`src/ssb_pkg.sv`:
```
/*
 * Constants and types for the serial status and data buffer block.
 * Assumes a 32-bit classic Wishbone slave with word-aligned registers.
 */
package ssb_pkg;
    // -------------------------------------------------------------
    // Register map
    // -------------------------------------------------------------
    localparam logic [3:0] ADR_STATUS  = 4'h0;  // serial_status
    localparam logic [3:0] ADR_DATA    = 4'h1;  // serial_data
    localparam logic [3:0] ADR_CTRL1   = 4'h2;  // control_register_one
    localparam logic [3:0] ADR_IRQ_ST  = 4'h3;  // sticky events
    localparam logic [3:0] ADR_IRQ_MSK = 4'h4;  // event mask
    localparam int         ADR_LSB     = 2;

    // -------------------------------------------------------------
    // Field positions
    // -------------------------------------------------------------
    localparam int ST_RXF  = 7;
    localparam int ST_TXE  = 5;
    localparam int ST_MODE_FAULT_FLAG = 4;
    localparam int C1_TIE  = 7;   // transmit_irq_enable
    localparam int C1_MASTER_SELECT = 4;   // master_select
    localparam int C1_FEN  = 1;   // fault_function_enable
    localparam int C1_SELECT_OUTPUT_ENABLE = 0;   // select_output_enable
    localparam int EV_RX   = 0;
    localparam int EV_TX   = 1;
    localparam int EV_MODE_FAULT_FLAG = 2;
    localparam int EV_OVR  = 3;
    localparam int EV_W    = 4;

    localparam logic [7:0]  CTRL1_RST  = 8'h00;
    localparam logic [7:0]  BYTE_ZERO  = 8'h00;
    localparam logic [31:0] WORD_ZERO  = 32'h0000_0000;
    localparam logic [3:0]  BITS_BYTE  = 4'h8;   // Bits per transfer
    localparam logic [3:0]  BIT_ZERO   = 4'h0;

    typedef enum logic [2:0]
    {
        SH_IDLE = 3'b001,
        SH_LOAD = 3'b010,
        SH_RUN  = 3'b100
    } ssb_shift_type;

    typedef struct packed
    {
        logic       sck;
        logic       miso;
        logic       ss_n;
    } ssb_pins_type;
endpackage : ssb_pkg

```
`src/ssb_core.sv`:
```
/*
 * Status flags, double-buffered data and shifter of the serial port.
 * Assumes a classic Wishbone master on CLK; SCK, MISO and SS_N are
 * asynchronous pins sampled on CLK.
 */
// The placing of the registers and the Wishbone register port were left to the implementer.
//
// Summary of operation
// - Transfer done sets receive-full, status bit 7
// - Receive-full clears after status read, data read
// - Transmit-empty shows transmit buffer has room
// - Transmit-empty clears by status read, data write
// - Data write ignored without armed status read
// - Transmit interrupt when empty and enabled
// - Buffer to shifter move sets transmit-empty
// - Idle master write moves to shifter within two cycles
// - Shifter done loads queued byte, else nothing
// - Master with select low sets mode-fault
// - Mode-fault only when master, fault on, no output
// - Mode-fault clears by read, then control write
// - Data read gives receive, write loads transmit
// - Master starts transfer on buffered write
// - Unread receive byte kept, new byte dropped
// - Unused status bits read zero, writes ignored
// - Eight serial clocks complete one transfer
`timescale 1ns/100ps
`default_nettype none
module ssb_core
    import ssb_pkg::*;
(
    input  wire logic        CLK,
    input  wire logic        RESETN,
    input  wire logic        WB_CYC_I,
    input  wire logic        WB_STB_I,
    input  wire logic        WB_WE_I,
    input  wire logic [3:0]  WB_SEL_I,
    input  wire logic [31:0] WB_ADR_I,
    input  wire logic [31:0] WB_DAT_I,
    output logic      [31:0] WB_DAT_O,
    output logic             WB_ACK_O,
    input  wire logic        SCK,
    input  wire logic        MISO,
    input  wire logic        SS_N,
    output logic             MOSI,
    output logic             IRQ
);

    // ---------------------------------------------------------------
    // Pin synchronisers
    // ---------------------------------------------------------------
    ssb_pins_type pin_meta_ff;
    ssb_pins_type pin_sync_ff;
    logic         sck_last_ff;

    always_ff @(posedge CLK or negedge RESETN)
    begin
        if (!RESETN)
        begin
            // Idle pin levels, so no false edge follows reset
            pin_meta_ff <= '{sck: 1'b0, miso: 1'b0, ss_n: 1'b1};
            pin_sync_ff <= '{sck: 1'b0, miso: 1'b0, ss_n: 1'b1};
            sck_last_ff <= 1'b0;
        end
        else
        begin
            pin_meta_ff <= '{sck: SCK, miso: MISO, ss_n: SS_N};
            pin_sync_ff <= pin_meta_ff;
            sck_last_ff <= pin_sync_ff.sck;
        end
    end

    wire logic sck_rise = pin_sync_ff.sck & ~sck_last_ff;
    wire logic sck_fall = ~pin_sync_ff.sck & sck_last_ff;

    // ---------------------------------------------------------------
    // Bus decode
    // ---------------------------------------------------------------
    function automatic logic hit(input logic [31:0] adr,
                                 input logic [3:0]  idx);
        hit = (adr[ADR_LSB+3:ADR_LSB] == idx) &&
              (adr[31:ADR_LSB+4] == '0);
    endfunction

    logic       ack_ff;
    wire logic  req     = WB_CYC_I & WB_STB_I & ~ack_ff;
    wire logic  lane0   = WB_SEL_I[0];
    wire logic  rd_st   = req & ~WB_WE_I & hit(WB_ADR_I, ADR_STATUS);
    wire logic  rd_data = req & ~WB_WE_I & hit(WB_ADR_I, ADR_DATA);

    wire logic  wr_data = req & WB_WE_I & lane0 & hit(WB_ADR_I, ADR_DATA);
    wire logic  wr_c1   = req & WB_WE_I & lane0 & hit(WB_ADR_I, ADR_CTRL1);
    wire logic  wr_ist  = req & WB_WE_I & lane0 & hit(WB_ADR_I, ADR_IRQ_ST);
    wire logic  wr_imsk = req & WB_WE_I & lane0
                          & hit(WB_ADR_I, ADR_IRQ_MSK);

    // ---------------------------------------------------------------
    // State declarations
    // ---------------------------------------------------------------
    logic [7:0]     ctrl1_ff;
    logic [7:0]     tx_buf_ff;
    logic           tx_full_ff;

    logic [7:0]     rx_buf_ff;
    logic           rxf_ff;
    logic           mode_fault_flag_ff;

    logic           rxf_arm_ff;
    logic           txe_arm_ff;
    logic           mode_fault_flag_arm_ff;
    logic [7:0]     shift_ff;
    logic [3:0]     bit_cnt_ff;
    ssb_shift_type  sh_state_ff;

    logic [EV_W-1:0] ev_st_ff;
    logic [EV_W-1:0] ev_msk_ff;

    wire logic txe     = ~tx_full_ff;
    wire logic is_master_select = ctrl1_ff[C1_MASTER_SELECT];
    wire logic fault_in = is_master_select & ctrl1_ff[C1_FEN]
                          & ~ctrl1_ff[C1_SELECT_OUTPUT_ENABLE];

    wire logic wr_ok   = wr_data & txe_arm_ff;
    wire logic done    = (sh_state_ff == SH_RUN) && sck_fall
                         && (bit_cnt_ff == BITS_BYTE);
    wire logic load    = (sh_state_ff == SH_LOAD)
                         || (done && tx_full_ff);

    // ---------------------------------------------------------------
    // Control register one
    // ---------------------------------------------------------------
    always_ff @(posedge CLK or negedge RESETN)
    begin
        if (!RESETN)
            ctrl1_ff <= CTRL1_RST;
        else if (wr_c1)
            ctrl1_ff <= WB_DAT_I[7:0];
    end

    // ---------------------------------------------------------------
    // Transmit buffer and empty flag
    // ---------------------------------------------------------------
    always_ff @(posedge CLK or negedge RESETN)
    begin
        if (!RESETN)
        begin
            tx_buf_ff  <= BYTE_ZERO;
            tx_full_ff <= 1'b0;
        end
        else if (wr_ok)
        begin
            tx_buf_ff  <= WB_DAT_I[7:0];
            tx_full_ff <= 1'b1;
        end
        else if (load)
            tx_full_ff <= 1'b0;
    end

    // Arming is lost on any data write so each byte needs a fresh read
    always_ff @(posedge CLK or negedge RESETN)
    begin
        if (!RESETN)
            txe_arm_ff <= 1'b0;
        else if (rd_st)
            txe_arm_ff <= txe;
        else if (wr_data)
            txe_arm_ff <= 1'b0;
    end

    // ---------------------------------------------------------------
    // Shifter
    // ---------------------------------------------------------------
    always_ff @(posedge CLK or negedge RESETN)
    begin
        if (!RESETN)
        begin
            sh_state_ff <= SH_IDLE;
            shift_ff    <= BYTE_ZERO;
            bit_cnt_ff  <= BIT_ZERO;
        end
        else
        begin
            unique case (sh_state_ff)
                SH_IDLE:
                begin
                    // Only a master launches from its own write
                    if (tx_full_ff && is_master_select)
                        sh_state_ff <= SH_LOAD;
                end
                SH_LOAD:
                begin
                    shift_ff    <= tx_buf_ff;
                    bit_cnt_ff  <= BIT_ZERO;
                    sh_state_ff <= SH_RUN;
                end
                SH_RUN:
                begin
                    // Eight rises fill the byte, the closing fall ends it
                    if (sck_rise)
                    begin
                        shift_ff   <= {shift_ff[6:0], pin_sync_ff.miso};
                        bit_cnt_ff <= bit_cnt_ff + 4'h1;
                    end
                    if (done)
                    begin
                        if (tx_full_ff)
                        begin
                            shift_ff   <= tx_buf_ff;
                            bit_cnt_ff <= BIT_ZERO;
                        end
                        else
                            sh_state_ff <= SH_IDLE;
                    end
                end
            endcase
        end
    end

    always_ff @(posedge CLK or negedge RESETN)
    begin
        if (!RESETN)
            MOSI <= 1'b0;
        else
            MOSI <= shift_ff[7];
    end

    // ---------------------------------------------------------------
    // Receive buffer and full flag
    // ---------------------------------------------------------------
    wire logic rx_take = done & ~rxf_ff;
    wire logic rxf_clr = rd_data & rxf_arm_ff;

    always_ff @(posedge CLK or negedge RESETN)
    begin
        if (!RESETN)
        begin
            rx_buf_ff <= BYTE_ZERO;
            rxf_ff    <= 1'b0;
        end
        else
        begin
            // All eight bits are in by the last fall; no extra shift
            if (rx_take)
                rx_buf_ff <= shift_ff;
            // Set beats clear when both land together
            if (done)
                rxf_ff <= 1'b1;
            else if (rxf_clr)
                rxf_ff <= 1'b0;
        end
    end

    always_ff @(posedge CLK or negedge RESETN)
    begin
        if (!RESETN)
            rxf_arm_ff <= 1'b0;
        else if (rd_st)
            rxf_arm_ff <= rxf_ff;
        else if (rd_data)
            rxf_arm_ff <= 1'b0;
    end

    // ---------------------------------------------------------------
    // Mode fault
    // ---------------------------------------------------------------
    // Level sensitive: the flag keeps re-setting while select is low
    wire logic mode_fault_flag_set = fault_in & ~pin_sync_ff.ss_n;

    always_ff @(posedge CLK or negedge RESETN)
    begin
        if (!RESETN)
        begin
            mode_fault_flag_ff     <= 1'b0;
            mode_fault_flag_arm_ff <= 1'b0;
        end
        else
        begin
            if (mode_fault_flag_set)
                mode_fault_flag_ff <= 1'b1;
            else if (wr_c1 && mode_fault_flag_arm_ff)
                mode_fault_flag_ff <= 1'b0;
            if (rd_st)
                mode_fault_flag_arm_ff <= mode_fault_flag_ff;
            else if (wr_c1)
                mode_fault_flag_arm_ff <= 1'b0;
        end
    end

    // ---------------------------------------------------------------
    // Event status, mask and interrupt
    // ---------------------------------------------------------------
    // Sticky copies keep events that the live flags lose
    logic [EV_W-1:0] ev_set;

    always_comb
    begin
        ev_set          = '0;
        ev_set[EV_RX]   = done;
        ev_set[EV_TX]   = load;
        ev_set[EV_MODE_FAULT_FLAG] = mode_fault_flag_set;
        ev_set[EV_OVR]  = done & rxf_ff;
    end

    always_ff @(posedge CLK or negedge RESETN)
    begin
        if (!RESETN)
            ev_st_ff <= '0;
        else if (wr_ist)
            ev_st_ff <= (ev_st_ff & ~WB_DAT_I[EV_W-1:0]) | ev_set;
        else
            ev_st_ff <= ev_st_ff | ev_set;
    end

    always_ff @(posedge CLK or negedge RESETN)
    begin
        if (!RESETN)
            ev_msk_ff <= '0;
        else if (wr_imsk)
            ev_msk_ff <= WB_DAT_I[EV_W-1:0];
    end

    // Level output, one cycle behind the flags it reflects
    always_ff @(posedge CLK or negedge RESETN)
    begin
        if (!RESETN)
            IRQ <= 1'b0;
        else
            IRQ <= (txe & ctrl1_ff[C1_TIE])
                   | (|(ev_st_ff & ev_msk_ff));
    end

    // ---------------------------------------------------------------
    // Read data and acknowledge
    // ---------------------------------------------------------------
    logic [31:0] rdata;

    always_comb
    begin
        rdata = WORD_ZERO;
        if (hit(WB_ADR_I, ADR_STATUS))
        begin
            rdata[ST_RXF]  = rxf_ff;
            rdata[ST_TXE]  = txe;
            rdata[ST_MODE_FAULT_FLAG] = mode_fault_flag_ff;
        end
        else if (hit(WB_ADR_I, ADR_DATA))
            rdata[7:0] = rx_buf_ff;
        else if (hit(WB_ADR_I, ADR_CTRL1))
            rdata[7:0] = ctrl1_ff;
        else if (hit(WB_ADR_I, ADR_IRQ_ST))
            rdata[EV_W-1:0] = ev_st_ff;
        else if (hit(WB_ADR_I, ADR_IRQ_MSK))
            rdata[EV_W-1:0] = ev_msk_ff;
    end

    always_ff @(posedge CLK or negedge RESETN)
    begin
        if (!RESETN)
        begin
            ack_ff   <= 1'b0;
            WB_DAT_O <= WORD_ZERO;
        end
        else
        begin
            ack_ff   <= req;
            WB_DAT_O <= req ? rdata : WORD_ZERO;
        end
    end

    assign WB_ACK_O = ack_ff;

endmodule // ssb_core
`default_nettype wire

```
`config.mk`:
```
export PLATFORM = sky130hd
export DESIGN_NAME = ssb_core
export DESIGN_NICKNAME = d
export VERILOG_FILES = /design/src/ssb_pkg.sv /design/src/ssb_core.sv
export SDC_FILE = /design/constraint.sdc
export NUM_CORES = 1
export LEC_CHECK = 0
export BUFFER_PORTS_ARGS = -buffer_cell sky130_fd_sc_hd__buf_4
export CELL_PAD_IN_SITES_DETAIL_PLACEMENT = 0
export CELL_PAD_IN_SITES_GLOBAL_PLACEMENT = 2
export CORE_MARGIN = 2
export CORE_UTILIZATION = 32
export CTS_CLUSTER_DIAMETER = 150
export DETAILED_ROUTE_END_ITERATION = 10
export PLACE_DENSITY = 0.79
export SETUP_SLACK_MARGIN = 0.5
export SYNTH_ARGS = -nofsm -noshare
export SYNTH_HDL_FRONTEND = slang
export SYNTH_SLANG_ARGS = --single-unit
```
`constraint.sdc`:
```
create_clock -name CLK -period 2.6 [get_ports CLK]
set_input_delay 0.26 -clock CLK [delete_from_list [all_inputs] [get_ports CLK]]
set_output_delay 0.26 -clock CLK [all_outputs]
set_load 0.005 [all_outputs]
```
==> impl_metrics.env, run 1 <==
export IMPL_outcome="completed"
export IMPL_drv_cap=0
export IMPL_drtIter0Drc=122
export IMPL_seqCellArea_mm2=0.00178
export IMPL_area_growth_pct=22.4
export IMPL_worstPathRequired_ns=2.83
export IMPL_synth_compound_area_share_pct=11.8
export IMPL_fillers=1078
export IMPL_setup_viol=0
export IMPL_worstPathArrival_ns=2.22
export IMPL_grt_max_degree=72
export IMPL_final_common_cell="dfrtp_1"
export IMPL_multi_input_area_mm2=0.00152
export IMPL_antenna_found_initial=0
export IMPL_grt_pass1_vias=2516
export IMPL_fp_dieArea_mm2=0.0117
export IMPL_yosysSeqAreaShare_pct=51.3
export IMPL_rows=38
export IMPL_num_vias=2566
export IMPL_synth_area_mm2=0.00347
export IMPL_final_cell_count_no_fill=521
export IMPL_ys_ff_latch=71
export IMPL_finClkSkew_ns=0.00889
export IMPL_tritoncts="built"
export IMPL_cts_clk_slew_worst_paths_ns=0.07
export IMPL_synth_xor_area_share_pct=0.505
export IMPL_crit_path_start_kind="flop"
export IMPL_wl_per_cell_um=15.6
export IMPL_max_freq_mhz=503
export IMPL_grt_use_total_pct=14.6
export IMPL_synthAdderAreaFrac_pct=0.722
export IMPL_rrSetupSlack_ns=0.61
export IMPL_cp_max_fo=8
export IMPL_worstReg2RegStart="bit_cnt_ff[0]"
export IMPL_die_x_um=108
export IMPL_drtAntennaViolNets=0
export IMPL_powerDensity_mw_per_mm2=572
export IMPL_layout_common_cells="dfrtp_1 (68), buf_4 (66), mux2_2 (29)"
export IMPL_dr_pass1_iters=4
export IMPL_async_reset_ff_share_pct=100
export IMPL_synth_warning_count=0
export IMPL_slowest_delay_ns=0.47
export IMPL_drive_above_1_share_pct=34.1
export IMPL_synth_cell_types=53
export IMPL_vdd_drop_max_v=0.000200
export IMPL_clkSinkCount=71
export IMPL_clk_latency_ns=0.35
export IMPL_grt_pass1_wl_mm=12.9
export IMPL_r2r_end="rx_buf_ff[6]"
export IMPL_grt_overflow=0
export IMPL_start_util_pct=32.4
export IMPL_synth_simple_area_share_pct=17.7
export IMPL_hold_class="in -> async"
export IMPL_worst_slew_pin_slew_ns=0.906
export IMPL_hpwl_mm=5.69
export IMPL_reg2reg_depth=7
export IMPL_finalCritPeriodShare_pct=76.5
export IMPL_core_mm2=0.0107
export IMPL_io_pins=111
export IMPL_gp_congestion=0.755
export IMPL_viasPerCell=4.93
export IMPL_slew_violations=0
export IMPL_netlist_instances=307
export IMPL_ctsLongestPathBuffers=2
export IMPL_drc_errors=0
export IMPL_synth_flop_cell="dfrtp_1"
export IMPL_h_tree_depth=3
export IMPL_rsz0062_at_grt="false"
export IMPL_post_place_cells=501
export IMPL_fin_nets=454
export IMPL_crit_slowest_cell="or4_4"
export IMPL_setup_worst_path_start="bit_cnt_ff[0]"
export IMPL_hold_viol_final=0
export IMPL_slew_headroom_pct=39.6
export IMPL_end_kind="flop"
export IMPL_drt_wl_total_mm=8.14
export IMPL_die_h_um=108
export IMPL_synth_edff_count=0
export IMPL_synth_mux_area_share_pct=9.99
export IMPL_leakage_uw=0.00203
export IMPL_numCtsBuffers=9
export IMPL_syn_area_per_cell_um2=11.3
export IMPL_crit_path_cell_trace="inv_1 > ha_1 > nand4b_1 > or4_4 > nor2_2 > buf_6 > mux2_2"
export IMPL_synth_top_family_by_area="simple AND/OR/NAND/NOR gates"
export IMPL_antennaDiodeCount=0
export IMPL_finalWorstPathRequiredPeriod_ns=1.99
export IMPL_cts_root_buffer="clkbuf_8"
export IMPL_critPathKind="reg -> reg"
export IMPL_io_buffers=57
export IMPL_fin_tns_setup_ns=0
==> critical path: cells and delay by family, from the launching register on <==
| family | cells | cell delay (ns) |
|---|---|---|
| flip-flops | 1 | 0.40 |
| adder cells (fa/ha/maj) | 1 | 0.17 |
| multiplexers | 1 | 0.34 |
| AND/OR/NAND/NOR | 3 | 0.71 |
| buffers and inverters | 2 | 0.25 |
==> synth_stat cells, types with 4 or more instances <==
library cell / count / area [um2]
or4_1: 4 / 30.0
mux2_2: 29 / 327
dfrtp_1: 68 / 1700
buf_4: 24 / 180
nor2b_1: 5 / 31.3
inv_1: 12 / 45.0
o21ai_0: 5 / 25.0
nor2_1: 22 / 82.6
nand2_1: 8 / 30.0
o22ai_1: 4 / 25.0
a22oi_1: 5 / 37.5
and2_1: 9 / 56.3
clkbuf_1: 7 / 26.3
a21oi_1: 11 / 55.1
o211a_1: 4 / 40.0
nor3_1: 6 / 30.0
nor4_1: 9 / 56.3
a221o_1: 8 / 80.1
nand2b_1: 7 / 43.8
==> per-stage QoR <==
stage | hold WS, ns | instance area [um2] | worst slack, ns | total power (uW) | utilization, %
after floorplan | -0.0356 | 3550 | 0.521 | 1460 | -
after global placement | 0.332 | 4000 | 0.367 | 1610 | 37.4
after detailed placement | 0.336 | 4000 | 0.324 | 1620 | 37.4
after CTS | 0.0622 | 4220 | 0.508 | 2450 | 39.4
after global routing | 0.108 | 4250 | 0.512 | 2570 | 39.7
final | 0.0311 | 4250 | 0.610 | 2430 | 39.7
==> power by group <==
| group | switching, uW | internal (uW) | total, uW |
|---|---|---|---|
| clock | 417 | 394 | 812 |
| sequential | 57.1 | 1150 | 1200 |
| combinational | 229 | 185 | 414 |
| total | 704 | 1730 | 2430 |
==> final cells by class <==
cell class | count | share of cell area (%)
well taps | 140 | 4.13
repair buffers | 70 | 12.6
clock inverters | 5 | 0.766
flip-flops and latches | 71 | 41.9
inverters | 12 | 1.06
clock buffers | 11 | 3.57
multi-input cells | 212 | 35.9
==> logic make-up (layout without fill, tap and decap cells) <==
kind of cell	Yosys count	after routing
AOI/OAI and AO/OA	55	55
xor gates and xnor gates	2	2
adders and majority gates	2	2
buffers and inverters	47	98
DFF	71	71
muxes	31	31
other	1	24
and+or+nand+nor	98	98
==> sequential cells by signal (all words and copies together), names as in the netlist <==
name                    flops
IRQ                         1
MOSI                        1
WB_ACK_O                    1
WB_DAT_O                    8
bit_cnt_ff                  4
ctrl1_ff                    8
ev_msk_ff                   4
ev_st_ff                    4
mode_fault_flag_arm_ff      1
mode_fault_flag_ff          1
pin_meta_ff                 3
pin_sync_ff                 3
rx_buf_ff                   8
rxf_arm_ff                  1
rxf_ff                      1
sck_last_ff                 1
sh_state_ff                 3
shift_ff                    8
tx_buf_ff                   8
tx_full_ff                  1
txe_arm_ff                  1
==> metal layers <==
layer / track usage [%] / vias to the layer above / routed length [um]
li1: - / 1219 / -
met1: 19.0 / 1273 / 3690
met2: 23.8 / 65 / 3970
met3: 3.38 / 9 / 353
met4: 5.49 / 0 / 127
met5: 0 / - / 0
==> worst max path at each step <==
stage | end | slack, ns
final | rx_buf_ff[6] | 0.61
after global routing | rx_buf_ff[6] | 0.51
after CTS | shift_ff[3] | 0.51
after detailed placement | ev_msk_ff[2] | 0.32
after global placement | ev_msk_ff[0] | 0.37
after floorplan | rx_buf_ff[0] | 0.52
==> timing repair <==
| item | in CTS | in global routing |
|---|---|---|
| gates resized for setup | 1 | 5 |
| pin swaps | 0 | 1 |
| setup buffers | 0 | 1 |
| endpoints found under the setup margin | 8 | 18 |
| hold buffers | 3 | 0 |
| hold endpoints to repair | 3 | 0 |
Power figures use the tool's default switching activity.
==> run 2, diff against run 1 <==
Clock period 2.6 ns to 1.9 ns, I/O delays scaled along.
==> run 2 against run 1 <==
  * The run now ends with negative setup slack left
  * Clock skew decreased by 0.0022 ns
  * Utilization is 7.7 points higher
  * Global-route usage is 1.6 points higher
  * Clock power grew 45%
  * Maximum frequency is 2.6% higher
  * Sequential power up 34%
  * Non-clock buffer count rose by 46
  * Die area unchanged
  * Critical endpoint is now rx_buf_ff[3]
  * Largest power group unchanged
==> impl_metrics.env, run 2 (synthesis gave the netlist of run 1 again) <==
export IMPL_io_pins=111
export IMPL_grt_pass1_vias=2777
export IMPL_fp_dieArea_mm2=0.0117
export IMPL_die_x_um=108
export IMPL_cts_clk_slew_worst_paths_ns=0.07
export IMPL_crit_cells=7
export IMPL_seqPwrFrac_pct=43.6
export IMPL_core_mm2=0.0107
export IMPL_critical_path_buf_inv_count=2
export IMPL_io_buffers=57
export IMPL_cp_max_fo=8
export IMPL_rsz0062_at_grt="true"
export IMPL_share_comb_of_total_power_pct=24.6
export IMPL_pwr_share_clk_pct=31.9
export IMPL_grt_max_degree=36
export IMPL_clk_latency_ns=0.35
export IMPL_crit_path_start_kind="flop"
export IMPL_min_delay_start="WB_DAT_I[4]"
export IMPL_hold_class="in -> reg"
export IMPL_worstReg2RegStart="bit_cnt_ff[0]"
export IMPL_antenna_found_initial=0
export IMPL_final_common_cell="buf_4"
export IMPL_slowest_delay_ns=0.54
export IMPL_area_growth_pct=46.3
export IMPL_finalCritPeriodShare_pct=102
export IMPL_worstPathArrival_ns=2.17
export IMPL_violations="negative setup slack"
export IMPL_placed_area_mm2=0.00444
export IMPL_critPathKind="reg -> reg"
export IMPL_final_cell_count_no_fill=567
export IMPL_layout_setup_ws_ns=-0.0396
export IMPL_post_place_cells=527
export IMPL_grt_use_total_pct=16.2
export IMPL_drt_wl_total_mm=8.90
export IMPL_h_tree_depth=3
export IMPL_layout_common_cells="buf_4 (99), dfrtp_1 (68), mux2_4 (29)"
export IMPL_clkSinkCount=71
export IMPL_powerDensity_mw_per_mm2=727
export IMPL_num_vias=2749
export IMPL_outcome="complete, but fails checks"
export IMPL_p_sw_share_pct=29.2
export IMPL_drv_cap=0
export IMPL_end_kind="flop"
export IMPL_start_util_pct=32.4
export IMPL_drive_above_1_share_pct=46.4
export IMPL_numCtsBuffers=9
export IMPL_wl_per_cell_um=15.7
export IMPL_fin_area_mm2=0.00507
export IMPL_finClkSkew_ns=0.00669
export IMPL_drtAntennaViolNets=0
export IMPL_slew_violations=0
export IMPL_rrSetupSlack_ns=-0.04
export IMPL_holdPathEnd="ctrl1_ff[4]"
export IMPL_grt_pass1_wl_mm=14.4
export IMPL_drc_errors=0
export IMPL_tritoncts="built"
export IMPL_max_freq_mhz=516
export IMPL_whs_path_depth=2
export IMPL_crit_path_cell_trace="inv_2 > ha_4 > nand4b_1 > or4_4 > nor2_4 > buf_12 > mux2_4"
export IMPL_leakage_uw=0.00239
export IMPL_die_h_um=108
export IMPL_p_sw_uw=1080
export IMPL_vdd_drop_max_v=0.000350
export IMPL_dp_slack_ns=-0.121
export IMPL_reg2reg_depth=7
export IMPL_worstPathRequired_ns=2.13
export IMPL_cts_root_buffer="clkbuf_8"
export IMPL_drtIter0Drc=129
export IMPL_rows=38
export IMPL_ctsLongestPathBuffers=2
export IMPL_grt_overflow=0
export IMPL_setup_viol=9
export IMPL_hpwl_mm=6.26
export IMPL_cp_top_family="simple AND/OR/NAND/NOR gates"
export IMPL_crit_slowest_cell="or4_4"
export IMPL_hold_viol_final=0
export IMPL_r2r_end="rx_buf_ff[3]"
export IMPL_gp_congestion=0.800
export IMPL_power_uw=3690
export IMPL_finalWorstPathRequiredPeriod_ns=1.94
export IMPL_dr_pass1_iters=4
export IMPL_viasPerCell=4.85
export IMPL_p_int_uw=2610
export IMPL_antennaDiodeCount=0
export IMPL_fin_nets=500
==> run 2: cell types whose count changed in the layout (fill, tap and decap cells not counted), moves of 3 or more <==
cell      delta
buf_4       +33
mux2_2      -29
mux2_4      +29
nor4_4      +11
buf_6        +8
nor4_1       -8
nor2_1       -5
buf_12       +3
clkbuf_1     +3
nor2_4       +3
nor3_1       -3
nor4_2       -3
o21ai_0      -3
o21ai_1      +3
==> run 2: power groups by stage <==
stage / clock network, uW / registers (uW) / logic (uW)
final: 1180 / 1610 / 907
after global routing: 1260 / 1610 / 983
after CTS: 1200 / 1610 / 837
after detailed placement: 0 / 1630 / 709
after global placement: 0 / 1630 / 697
after floorplan: 0 / 1650 / 395
==> run 2: per-stage QoR <==
| stage | TNS, ns | utilization (%) | hold slack [ns] |
|---|---|---|---|
| floorplan | -0.720 | - | -0.106 |
| global placement | -0.729 | 41.5 | 0.179 |
| detailed placement | -0.970 | 41.5 | 0.182 |
| CTS | -0.521 | 46.0 | 0.0770 |
| global route | -0.719 | 47.4 | 0.0773 |
| finish | -0.280 | 47.4 | 0.0918 |
==> run 2: area by class of cell <==
cell class,instances,area (um2)
multi-input combinational,212,1930
inverter,12,45.0
clock buffer,12,135
sequential,71,1780
timing repair buffer,116,960
fill,995,5620
tap,140,175
clock inverter,4,47.5
==> run 2: worst max-delay path by stage <==
stage                   from           end  slack [ns]
3_3_place_gp   bit_cnt_ff[0]  rx_buf_ff[0]       -0.08
6_report       bit_cnt_ff[0]  rx_buf_ff[3]       -0.04
5_1_grt        bit_cnt_ff[1]  rx_buf_ff[0]       -0.09
3_5_place_dp   bit_cnt_ff[0]  rx_buf_ff[0]       -0.12
2_1_floorplan  bit_cnt_ff[0]  rx_buf_ff[0]       -0.09
4_1_cts        bit_cnt_ff[1]  rx_buf_ff[4]       -0.06
==> run 2: routing by layer <==
| layer | GRT usage, % | wire (um) |
|---|---|---|
| met1 | 22.0 | 4120 |
| met2 | 26.1 | 4250 |
| met3 | 3.19 | 396 |
| met4 | 5.40 | 136 |
| met5 | 0 | 0 |
==> run 2: what timing repair did <==
item	4_1_cts	5_1_grt
hold buffers	4	0
setup buffers	13	7
setup endpoints to repair	48	60
gates resized for setup	35	21
pin swaps	25	20
gates cloned	0	0
hold endpoints to repair	33	0
